### config.mk
export PLATFORM = sky130hd
export DESIGN_NAME = cnec_node
export DESIGN_NICKNAME = d
export VERILOG_FILES = /design/src/core/cnec_pkg.sv /design/src/core/cnec_node.sv
export SDC_FILE = /design/constraint.sdc
export NUM_CORES = 1
export LEC_CHECK = 0
export ABC_AREA = 0
export BUFFER_PORTS_ARGS = -buffer_cell sky130_fd_sc_hd__clkbuf_2
export CORE_AREA = 2 2 87 89
export DETAILED_ROUTE_END_ITERATION = 8
export DIE_AREA = 0 0 89 91
export PLACE_DENSITY = 0.78
export RECOVER_POWER = 100
export SETUP_SLACK_MARGIN = 0.5
export SLEW_MARGIN = 30
export SYNTH_ARGS = -nofsm -noshare
export SYNTH_HDL_FRONTEND = slang
export SYNTH_SLANG_ARGS = --single-unit
### constraint.sdc
create_clock -name clk_i -period 9.5 [get_ports clk_i]
set_input_delay 1.9 -clock clk_i [delete_from_list [all_inputs] [get_ports clk_i]]
set_output_delay 1.9 -clock clk_i [all_outputs]
set_load 0.02 [all_outputs]
### src/core/cnec_pkg.sv
// Package for the CAN node error-state and bus-off control block.
// Assumes a single 100 MHz clock domain and plain control/status ports.
package cnec_pkg;
    localparam int CNEC_CNT_W = 9;
    localparam logic [8:0] CNEC_EWL_RST = 9'h060;
    localparam logic [8:0] CNEC_TEC_LIMIT = 9'h0ff;
    localparam logic [8:0] CNEC_BUS_OFF_FLAG_LOAD = 9'h001;
    localparam logic [7:0] CNEC_IDLE_CNT = 8'h80;
    localparam logic [8:0] CNEC_PREWARN = 9'h060;
    localparam int CNEC_TS_W = 16;
    typedef enum logic [1:0] {
        CNEC_ACTIVE,
        CNEC_BUSOFF
    } cnec_state_e;
endpackage

### src/core/cnec_node.sv
// CAN node error-state, bus-off recovery, time stamp and disable handling.
// Assumes bit-level events (bit end, idle seen, error increments) come from the
// protocol engine as one-cycle pulses synchronous to clk_i.
// The transmit glitch on a short module disable is kept on purpose, to match the part.
// The time stamp wraps at its width; both error counters saturate instead of wrapping.
// Notes on behaviour
// - A disable request raised and dropped within a bit time may give a dominant pulse.
// - The time stamp counts actual bit times, resynchronised lengths included.
// - Reaching the warning level sets the warning flag and pulses the warning interrupt.
// - Transmit counter above 255 enters bus-off and loads both counters with one.
// - Entering bus-off sets the hold bit and pulses the bus-off interrupt.
// - Recovery starts on its own once bus-off is entered.
// - During recovery each idle time seen increments the receive counter.
// - Receive counter at 0x60 in recovery shows warning plus bus-off and pulses its interrupt.
// - After 128 idle times recovery ends, flags clear, alert is set, hold stays set.
// - Setting node disable waits for bus idle and then sets suspend acknowledge.
// - Suspend acknowledge is an indication only and steers nothing else.
`timescale 1ns/1ns
`default_nettype none
module cnec_node
    import cnec_pkg::*;
#(
    parameter int TS_W = CNEC_TS_W
) (
    input wire logic clk_i,
    input wire logic nrst_i,
    input wire logic module_disable_request_i,
    input wire logic node_disable_bit_i,
    input wire logic hold_set_i,
    input wire logic hold_clr_i,
    input wire logic [8:0] warn_level_i,
    input wire logic bit_end_i,
    input wire logic bus_idle_i,
    input wire logic idle_seen_i,
    input wire logic tec_inc_i,
    input wire logic tec_dec_i,
    input wire logic rec_inc_i,
    input wire logic rec_dec_i,
    input wire logic [3:0] err_step_i,
    input wire logic alert_clr_i,
    input wire logic tx_req_i,
    output logic txd_o,
    output logic [8:0] rec_o,
    output logic [8:0] tec_o,
    output logic error_warning_flag_o,
    output logic bus_off_flag_o,
    output logic hold_o,
    output logic alert_o,
    output logic suspend_acknowledge_o,
    output logic warn_irq_o,
    output logic bus_off_flag_irq_o,
    output logic prewarn_irq_o,
    output logic [TS_W-1:0] time_stamp_o
);
    cnec_state_e state, next_state;
    logic [8:0] rec, next_rec;
    logic [8:0] tec, next_tec;
    logic [7:0] idle_cnt, next_idle_cnt;
    logic error_warning_flag, next_error_warning_flag;
    logic bus_off_flag, next_bus_off_flag;
    logic hold, next_hold;
    logic alert, next_alert;
    logic suspend_acknowledge, next_suspend_acknowledge;
    logic warn_irq, next_warn_irq;
    logic bus_off_flag_irq, next_bus_off_flag_irq;
    logic pre_irq, next_pre_irq;
    logic txd, next_txd;
    logic [TS_W-1:0] ts, next_ts;
    logic [9:0] tec_sum;
    // One-cycle events from the error state that the hold and alert groups act on
    logic bus_off_flag_entry, rec_done;

    assign tec_sum = {1'b0, tec} + {6'h00, err_step_i};

    always_comb begin
        next_state = state;
        next_rec = rec;
        next_tec = tec;
        next_idle_cnt = idle_cnt;
        next_error_warning_flag = error_warning_flag;
        next_bus_off_flag = bus_off_flag;
        next_warn_irq = 1'b0;
        next_bus_off_flag_irq = 1'b0;
        next_pre_irq = 1'b0;
        bus_off_flag_entry = 1'b0;
        rec_done = 1'b0;
        case (state)
            CNEC_ACTIVE: begin
                // Saturate so a large step cannot wrap back under the bus-off limit
                if (tec_inc_i && !hold) begin
                    next_tec = tec_sum[9] ? 9'h1ff : tec_sum[8:0];
                end else if (tec_dec_i && tec != 9'h000) begin
                    next_tec = tec - 9'h001;
                end
                // Receive counter stops at its top instead of wrapping
                if (rec_inc_i && !hold && rec != 9'h1ff) begin
                    next_rec = rec + 9'h001;
                end else if (rec_dec_i && rec != 9'h000) begin
                    next_rec = rec - 9'h001;
                end
                if (!error_warning_flag && (next_tec >= warn_level_i || next_rec >= warn_level_i)) begin
                    next_error_warning_flag = 1'b1;
                    next_warn_irq = 1'b1;
                end else if (next_tec < warn_level_i && next_rec < warn_level_i) begin
                    // Warning drops only once both counters are back under the level
                    next_error_warning_flag = 1'b0;
                end
                if (next_tec > CNEC_TEC_LIMIT) begin
                    next_rec = CNEC_BUS_OFF_FLAG_LOAD;
                    next_tec = CNEC_BUS_OFF_FLAG_LOAD;
                    next_bus_off_flag = 1'b1;
                    bus_off_flag_entry = 1'b1;
                    next_bus_off_flag_irq = 1'b1;
                    next_idle_cnt = 8'h00;
                    next_state = CNEC_BUSOFF;
                end
            end
            CNEC_BUSOFF: begin
                // Off the bus only idle times move the counters; errors are ignored
                // idle increments
                if (idle_seen_i) begin
                    next_rec = rec + 9'h001;
                    next_idle_cnt = idle_cnt + 8'h01;
                    if (next_rec == CNEC_PREWARN) begin
                        next_error_warning_flag = 1'b1;
                        next_pre_irq = 1'b1;
                    end
                    if (next_idle_cnt == CNEC_IDLE_CNT) begin
                        next_error_warning_flag = 1'b0;
                        next_bus_off_flag = 1'b0;
                        rec_done = 1'b1;
                        next_rec = 9'h000;
                        next_tec = 9'h000;
                        next_state = CNEC_ACTIVE;
                    end
                end
            end
            // Unused encodings fall back to the active state
            default: next_state = CNEC_ACTIVE;
        endcase
    end

    // bit-time stamp
    // Each bit end from the engine counts once, whatever its resynchronised length
    always_comb begin
        next_ts = ts;
        if (bit_end_i) begin
            next_ts = ts + 1'b1;
        end
    end

    // Hold group: a software set and a bus-off entry both win over a clear
    always_comb begin
        next_hold = hold;
        if (hold_set_i || bus_off_flag_entry) begin
            next_hold = 1'b1;
        end else if (hold_clr_i) begin
            next_hold = 1'b0;
        end
    end

    // Alert group: recovery end wins over a clear in the same cycle
    always_comb begin
        next_alert = alert;
        if (rec_done) begin
            next_alert = 1'b1;
        end else if (alert_clr_i) begin
            next_alert = 1'b0;
        end
    end

    // The glitch is reproduced so software meets the same hazard as on the part;
    // holding the node is the only guard against it
    always_comb begin
        next_txd = 1'b1;
        if (module_disable_request_i && !hold) begin
            next_txd = 1'b0;
        end else if (tx_req_i && !hold && !bus_off_flag && !node_disable_bit_i) begin
            // Ordinary dominant bits only while released, on the bus and enabled
            next_txd = 1'b0;
        end
    end

    // Acknowledge drops as soon as the disable bit is withdrawn
    always_comb begin
        next_suspend_acknowledge = suspend_acknowledge;
        if (!node_disable_bit_i) begin
            next_suspend_acknowledge = 1'b0;
        end else if (bus_idle_i) begin
            next_suspend_acknowledge = 1'b1;
        end
    end

    // Error state group: counters, recovery progress and status flags
    always_ff @(posedge clk_i) begin
        if (!nrst_i) begin
            state <= CNEC_ACTIVE;
            rec <= 9'h000;
            tec <= 9'h000;
            idle_cnt <= 8'h00;
            error_warning_flag <= 1'b0;
            bus_off_flag <= 1'b0;
        end else begin
            state <= next_state;
            rec <= next_rec;
            tec <= next_tec;
            idle_cnt <= next_idle_cnt;
            error_warning_flag <= next_error_warning_flag;
            bus_off_flag <= next_bus_off_flag;
        end
    end

    // Interrupt pulses last exactly one cycle
    always_ff @(posedge clk_i) begin
        if (!nrst_i) begin
            warn_irq <= 1'b0;
            bus_off_flag_irq <= 1'b0;
            pre_irq <= 1'b0;
        end else begin
            warn_irq <= next_warn_irq;
            bus_off_flag_irq <= next_bus_off_flag_irq;
            pre_irq <= next_pre_irq;
        end
    end

    // Node starts held so nothing reaches the bus before software is ready
    always_ff @(posedge clk_i) begin
        if (!nrst_i) begin
            hold <= 1'b1;
        end else begin
            hold <= next_hold;
        end
    end

    always_ff @(posedge clk_i) begin
        if (!nrst_i) begin
            alert <= 1'b0;
        end else begin
            alert <= next_alert;
        end
    end

    // Transmit line idles recessive
    always_ff @(posedge clk_i) begin
        if (!nrst_i) begin
            txd <= 1'b1;
        end else begin
            txd <= next_txd;
        end
    end

    always_ff @(posedge clk_i) begin
        if (!nrst_i) begin
            suspend_acknowledge <= 1'b0;
        end else begin
            suspend_acknowledge <= next_suspend_acknowledge;
        end
    end

    always_ff @(posedge clk_i) begin
        if (!nrst_i) begin
            ts <= '0;
        end else begin
            ts <= next_ts;
        end
    end

    // Every output comes straight from a flip-flop
    assign txd_o = txd;
    assign rec_o = rec;
    assign tec_o = tec;
    assign error_warning_flag_o = error_warning_flag;
    assign bus_off_flag_o = bus_off_flag;
    assign hold_o = hold;
    assign alert_o = alert;
    assign suspend_acknowledge_o = suspend_acknowledge;
    assign warn_irq_o = warn_irq;
    assign bus_off_flag_irq_o = bus_off_flag_irq;
    assign prewarn_irq_o = pre_irq;
    assign time_stamp_o = ts;
endmodule // cnec_node
`default_nettype wire

---- Word-level counts from Yosys, hierarchy flattened ----
Index checks and enable logic that the tools add are counted.
storage, ports and cells
  input bits .............................. 28
  register bits ........................... 53
  output and inout bits ................... 43
  logic and storage cells ................. 110
cells by class
  mux-type cells .......................... 43
  reduce and logical (&&, ||, !) cells .... 32
  bitwise logic cells ..................... 1
  magnitude comparators ................... 5
  equality and inequality tests ........... 9
  add/sub/neg operators ................... 6
operators by type and width
  operator               count
  $mux 9                 13
  $pmux 9 s2             2
  $mux 1                 19
  $ge 9x9->1             2
  $lt 9x9->1             2
  $reduce_bool 9->1      2
  $sub 9x1->9 const B    2
  $add 16x1->16 const B  1
  $mux 8                 2
  $pmux 8 s2             1
  $reduce_and 3->1       4
  $logic_and 1x1->1      11
  $add 9x4->10           1
  $add 9x1->9 const B    1
  $eq 9x7->1 const B     1
  $gt 9x8->1 const B     1
  $ne 9x9->1 const B     1
  $add 8x1->8 const B    1
  $eq 8x8->1 const B     1
  $reduce_and 4->1       2
  $mux 2                 3
  $ne 2x2->1 const B     3
  $ne 3x3->1 const B     2
  $reduce_and 2->1       3
  9 further kinds        15

---- Longest topological paths before layout ----
Gate-level depths: netlist (run 1).
  depth after elaboration ................. 10
  depth in mapped cells ................... 17

---- Worst setup path after synthesis (run 1) ----
No wires, ideal clock.
  kind .................................... input to register
  from .................................... in err_step_i[0]
  to ...................................... reg error_warning_flag, in the netlist error_warning_flag_o
  path slack .............................. 5.005 ns
  setup time .............................. 0.126 ns
  stages .................................. 12
  arrival ................................. 4.369 ns
  cells stage by stage .................... ha_1 fa_1 a21oi_1 o21bai_1 a31oi_1 o22ai_2 buf_2 ha_1 a211o_1 a221oi_1 o211a_1 o32ai_1
on the way
  word-level cells in the longest chain between the ends .. 9
ends and longest elaborated chain
  what                                                             RTL line          RTL
  from (decl)                                                      cnec_node.sv:39   input wire logic [3:0] err_step_i,
  $add 9x4->10 *                                                   cnec_node.sv:73   assign tec_sum = {1'b0, tec} + {6'h00, err_step_i};
  $mux 9 *                                                         cnec_node.sv:91   next_tec = tec_sum[9] ? 9'h1ff : tec_sum[8:0];
  $mux 9 *                                                         cnec_node.sv:90   if (tec_inc_i && !hold) begin
  $mux 9 *                                                         cnec_node.sv:87   case (state)
  $ge 9x9->1                                                       cnec_node.sv:101  if (!error_warning_flag && (next_tec >= warn_level_i || next_rec >= warn_level_i)) begin
  $logic_or 1x1->1                                                 cnec_node.sv:101
  $logic_and 1x1->1                                                cnec_node.sv:101
  $ne 3x3->1 (no source line) or $mux 1 (tied branches)            --
  $reduce_and 4->1 (no source line) or $pmux 1 s2 (tied branches)  --
  to (signal assigned)                                             cnec_node.sv:208  error_warning_flag <= next_error_warning_flag;
  to (decl)                                                        cnec_node.sv:59   logic error_warning_flag, next_error_warning_flag;
Every way passes the cells marked *; elsewhere a longest branch is shown, timed or not. The select of a mux whose other input is x is not followed.
A chain may end at the register's enable or synchronous reset.

---- Final worst setup path (run 1) ----
Same ends and word-level chain as after synthesis.

==> flow_summary.json, run 1 <==
{
  "start_kind": "primary input",
  "dr.first_iter.drc_count": 217,
  "crit_slowest_cell": "o22ai_1",
  "overflow": 0,
  "drc": 0,
  "leakagePower_nw": 1.67,
  "post_synth.cell_area_avg_sq_um": 8.40,
  "wl_per_cell_um": 15.8,
  "violations": "capacitance limit",
  "clk_pin_slew_ns": 0.10,
  "cts_htree_levels": 2,
  "synth_fa_ha_area_share_pct": 10.3,
  "dieArea_sq_um": 8100,
  "cts_setup_buffers": 0,
  "yosysUniqueCellTypes": 78,
  "setup_tns_ns": 0,
  "syn_to_final_growth_pct": 8.77,
  "cp-end-kind": "flop",
  "grt_use_met1_pct": 33.6,
  "grt_pass1_wl_mm": 16.1,
  "cp_max_fo": 20,
  "worstPathCellList": "clkbuf_2 -> ha_1 -> fa_1 -> a21oi_1 -> nor4_2 -> o22ai_1 -> ha_1 -> a211o_1 -> a221oi_1 -> o211a_1 -> o32ai_1",
  "grt.met2_usage_pct": 38.9,
  "path_class": "in2reg",
  "min_from": "time_stamp_o[7]",
  "r2r_slack_ns": 5.11,
  "synth_mux_area_share_pct": 1.37,
  "placedCellCount": 600,
  "total_power_w": 0.00108,
  "status": "finished, violations left",
  "fp.coreArea_sq_um": 7140,
  "synth_cells": 457,
  "synth_xor_xnor_area_share_pct": 9.13,
  "yosys.area_share.simple_pct": 25.1,
  "cts_tree": "built",
  "max_stage_delay_ns": 1.10,
  "grt_util_all_layers_pct": 24.3,
  "pin_count": 71,
  "r2r_start": "rec_o[0]",
  "maxSlewHeadroom_pct": 0.678,
  "ys_seq_elements": 51,
  "globalplace.congestion": 0.970,
  "start_util_pct": 53.8,
  "max_freq_mhz": 195,
  "cts.repair.resized": 0,
  "power.density_nw_per_um2": 260,
  "synth_edf_count": 0,
  "ys_seq_area_share_pct": 26.6,
  "busiest_layer": "met2",
  "skew_ns": 0.0108,
  "cts-root-buf": "clkbuf_8",
  "syn-cell-area_sq_um": 3840,
  "crit_required_ns": 9.69,
  "cts_buffer_depth": 2,
  "grt_use_met3_pct": 3.91,
  "die_height_um": 91,
  "synth-compound-area-share_pct": 21.0,
  "synthArstFlopShare_pct": 0,
  "arrival_ns": 5.32,
  "tightest_slew_ns": 1.49,
  "maxSlewViolCount": 0,
  "crit_top_cell": "ha_1",
  "grt_pass1_vias": 3402,
  "routed_via_density": 5.98,
  "clkLatencyLatePin_ns": 0.31,
  "period_minus_slack_ns": 5.12,
  "hold_path.class": "reg2reg",
  "path_delay_family": "compound AO/OA/AOI/OAI gates",
  "final-setup-viol-count": 0,
  "hold_depth": 2,
  "timing.rr.end": "error_warning_flag_o",
  "yosys_warnings": 0,
  "ant_nets": 0,
  "rows": 31,
  "min_to": "time_stamp_o[7]",
  "rsz0062_at_grt": "false",
  "die_width_um": 89,
  "finalHoldViolations": 0,
  "diodes": 0,
  "hold_buffers": 0,
  "drive_gt1_share_pct": 10.4,
  "synth_top_flop_cell": "dfxtp_1",
  "grt_max_degree": 31,
  "clock-sinks": 51,
  "ir_drop_mv": 0.107,
  "reg2regPathDepth": 15,
  "fin_crit_sh_pct": 53.9,
  "synth_nets": 516,
  "routed_wl_mm": 9.59,
  "dp_hpwl_mm": 7.26,
  "grt_antenna_before_repair": 0,
  "io_buffers": 70,
  "cts_inserted_buffers": 5,
  "synth_top_family_by_area": "simple AND/OR/NAND/NOR gates",
  "final_cells": 608,
  "firstDrtPassIters": 5,
  "path_buf_inv": 1,
  "nNetsFinal": 567,
  "vias": 3633,
  "maxCapViolations": 1
}
[logic make-up (layout without fill, tap and decap cells)]
kind of cell / after synthesis / count (layout)
AOI/OAI and AO/OA: 106 / 106
xor gates and xnor gates: 40 / 40
adders and majority gates: 31 / 31
buffers and inverters: 47 / 99
DFF: 51 / 51
muxes: 5 / 5
and+or+nand+nor: 177 / 177
[cells in the final DEF, fill, tap and decap left out, drive strengths merged, types with 4 or more instances in the layout]
master / n
o221a: 7
xnor2: 23
nand2: 42
a22oi: 4
a211oi: 4
o21ai: 18
xor2: 17
inv: 21
nor2b: 6
nor3: 7
or3: 7
nand4: 11
and2: 5
dfxtp: 51
clkbuf: 75
nor3b: 10
nand3b: 8
and3: 9
nor2: 39
a21oi: 23
ha: 30
a22o: 7
a31oi: 7
nand3: 10
nor4: 6
[power breakdown]
part / switching [W] / total [W] / internal [W]
logic: 0.000339 / 0.000613 / 0.000275
registers: 0.0000897 / 0.000337 / 0.000248
clock network: 0.0000796 / 0.000134 / 0.0000542
total: 0.000508 / 0.00108 / 0.000577
[cells in the mapped netlist, types with 3 or more instances]
library cell  number  area share [%]
and3_1             9             1.5
clkbuf_1           7            0.68
a21oi_1           23             3.0
or3_1              7             1.1
a31oi_1            7             1.1
buf_2              7            0.91
nand3b_1           8             1.6
and4_1             3            0.68
buf_6              3            0.88
dfxtp_1           51              27
clkbuf_8           3             1.1
ha_1              30             9.8
xor2_1            17             3.9
inv_1             20             2.0
nand3_1           10             1.3
o221a_1            3            0.88
nor3_1             7            0.91
buf_1              3            0.29
nor3b_1            8             1.6
o211a_1            3            0.78
nand4_1           11             1.8
nand2b_1           3            0.49
nor2b_1            6            0.98
nor4_1             5            0.81
and2_1             5            0.81
a22o_1             7             1.6
a22oi_1            4            0.78
nand2_1           42             4.1
o21ai_0           16             2.1
xnor2_1           23             5.2
o221a_2            4             1.2
nor2_1            38             3.7
mux2i_1            3            0.78
buf_4              3            0.59
a211oi_1           4            0.78
[layer usage]
metal  vias to the layer above  wire length, um
met1                      1687             4260
met2                       142             4530
li1                       1784                -
met3                        20              598
met5                         -                0
met4                         0              203
[cell type report]
| cell class | instances | area, sq um |
|---|---|---|
| sequential | 51 | 1020 |
| tap | 99 | 124 |
| clock buffer | 5 | 68.8 |
| timing repair buffer | 70 | 295 |
| multi-input combinational | 359 | 2560 |
| fill | 714 | 2960 |
| inverter | 21 | 78.8 |
| clock inverter | 3 | 27.5 |
[sequential cells by signal, indices dropped and copies added (netlist names)]
name and cells:
time_stamp_o 16, rec_o 9, tec_o 9, idle_cnt 8
alert_o 1, bus_off_flag_irq_o 1, bus_off_flag_o 1, error_warning_flag_o 1
hold_o 1, prewarn_irq_o 1, suspend_acknowledge_o 1, txd_o 1
warn_irq_o 1
[worst min-delay path, delay by kind of cell (launching register included)]
family,cells,cell delay (ns)
flip-flops,1,0.34
AO/OA/AOI/OAI,2,0.13
[per-stage QoR]
stage,setup WS [ns],utilization (%),instance area (sq um),hold slack (ns)
CTS,4.90,59.4,4240,0.507
finish,4.38,58.5,4180,0.503
global route,4.11,58.5,4180,0.531
floorplan,5.01,-,3840,0.521
detailed placement,4.57,58.0,4140,0.492
global placement,4.60,58.0,4140,0.478
[worst max-delay path by stage]
stage,from,end,cells past startpoint
after floorplan,err_step_i[0],error_warning_flag_o,12
after global placement,err_step_i[0],error_warning_flag_o,11
after global routing,err_step_i[0],error_warning_flag_o,12
after detailed placement,err_step_i[0],error_warning_flag_o,11
after CTS,err_step_i[0],error_warning_flag_o,11
final,err_step_i[0],error_warning_flag_o,11
Note: power is estimated with default switching activity, not from simulation.
==> run 2, diff against run 1 <==
Clock period 9.5 ns to 5.3 ns, I/O delays scaled along.
==> run 2 against run 1 <==
- the flow now finishes without violations
- power rose by 85%
- via count is 0.88% higher
- utilization grew 0.12 points
- die area is the same
- register-to-register slack worse by 4.1 ns
- clock power up 120%
- cell area up 0.21%
- clock skew down 0.0026 ns
- sequential share of layout area decreased by 0.051 points
- first-iteration DRC count fell by 0.92%
- largest cell class unchanged
==> flow_summary.json, run 2 (synthesized netlist as in run 1, its figures left out) <==
{
  "cts-root-buf": "clkbuf_8",
  "cts_setup_buffers": 0,
  "pin_count": 71,
  "drive_gt1_share_pct": 9.82,
  "diodes": 0,
  "cp-end-kind": "flop",
  "period_minus_slack_ns": 4.30,
  "skew_ns": 0.00815,
  "start_kind": "primary input",
  "arrival_ns": 4.50,
  "routed_via_density": 6.03,
  "num-fill-cells": 684,
  "maxSlewHeadroom_pct": 3.86,
  "rsz0062_at_grt": "false",
  "maxCapViolations": 0,
  "power.density_nw_per_um2": 480,
  "grt_max_degree": 31,
  "max_stage_delay_ns": 1.06,
  "hold_buffers": 0,
  "globalplace.congestion": 0.941,
  "tightest_slew_ns": 1.44,
  "final_area_sq_um": 4180,
  "start_util_pct": 53.8,
  "grt_util_all_layers_pct": 24.3,
  "final_cell_mix": "dfxtp_1 (51), clkbuf_1 (44), nand2_1 (42)",
  "status": "completed",
  "final_cells": 608,
  "routed_wl_mm": 9.65,
  "finalHoldViolations": 0,
  "drc": 0,
  "clkLatencyLatePin_ns": 0.31,
  "die_width_um": 89,
  "layout_commonest_cell": "dfxtp_1",
  "largest_reg_flops": 16,
  "crit_slowest_cell": "o22ai_1",
  "grt_pass1_wl_mm": 16.0,
  "path_class": "in2reg",
  "rows": 31,
  "cts_tree": "built",
  "clock-sinks": 51,
  "layout_setup_ws_ns": 0.996,
  "leakagePower_nw": 1.67,
  "crit_top_cell": "ha_1",
  "regArea_sq_um": 1020,
  "fin_crit_sh_pct": 81.2,
  "nNetsFinal": 567,
  "vias": 3665,
  "ir_drop_mv": 0.246,
  "crit_required_ns": 5.50,
  "cts_inserted_buffers": 5,
  "placedCellCount": 600,
  "cp_max_fo": 20,
  "grt_pass1_vias": 3378,
  "setup_tns_ns": 0,
  "ant_nets": 0,
  "final-setup-viol-count": 0,
  "cts.repair.resized": 0,
  "dieArea_sq_um": 8100,
  "dp_hpwl_mm": 7.24,
  "die_height_um": 91,
  "worstPathCellList": "clkbuf_2 -> ha_1 -> fa_1 -> a21oi_1 -> nor4_1 -> o22ai_1 -> ha_1 -> a211o_1 -> a221oi_1 -> o211a_1 -> o32ai_1",
  "cts_htree_levels": 2,
  "path_buf_inv": 1,
  "firstDrtPassIters": 5,
  "hold_path.class": "reg2reg",
  "fp.coreArea_sq_um": 7140,
  "cts_buffer_depth": 2,
  "wl_per_cell_um": 15.9,
  "placedInstanceArea_sq_um": 4140,
  "overflow": 0,
  "maxSlewViolCount": 0,
  "multiInputGateArea_sq_um": 2540,
  "max_freq_mhz": 232,
  "syn_to_final_growth_pct": 9.00,
  "dr.first_iter.drc_count": 215,
  "place_ws_ns": 1.08,
  "path_delay_family": "compound AO/OA/AOI/OAI gates",
  "grt_antenna_before_repair": 0,
  "io_buffers": 70,
  "clk_pin_slew_ns": 0.10
}
## run 2: path summary, 6_finish.rpt
path	startpoint	to	slack [ns]	cells past startpoint
max reg2reg	rec_o[0]	error_warning_flag_o	1.0	15
min reg2reg	error_warning_flag_o	warn_irq_o	0.51	1
max	err_step_i[0]	error_warning_flag_o	1.0	11
min	error_warning_flag_o	warn_irq_o	0.51	1
## run 2: final cells by class
class / count / area share, %
multi-input combinational: 359 / 60.8
clock buffer: 6 / 1.97
sequential: 51 / 24.4
inverter: 21 / 1.88
tap: 99 / 2.96
clock inverter: 2 / 0.927
timing repair buffer: 70 / 7.06
## run 2: power breakdown
part	internal (W)	switching [W]	total [W]
registers	0.000444	0.000153	0.000597
clock network	0.000156	0.000142	0.000298
logic	0.000492	0.000620	0.00111
total	0.00109	0.000915	0.00201
## run 2: metrics by stage
step	utilization (%)	hold slack (ns)	power, W
2_1_floorplan	-	0.521	0.00147
3_3_place_gp	58.0	0.479	0.00168
3_5_place_dp	58.0	0.498	0.00172
4_1_cts	59.7	0.512	0.00201
5_1_grt	58.6	0.524	0.00216
6_report	58.6	0.508	0.00201
## run 2: metal layers
| layer | wire (um) | vias up | track usage (%) |
|---|---|---|---|
| met2 | 4540 | 134 | 39.2 |
| li1 | - | 1783 | - |
| met4 | 179 | 0 | 5.60 |
| met1 | 4370 | 1725 | 33.5 |
| met5 | 0 | - | 0 |
| met3 | 562 | 23 | 4.18 |
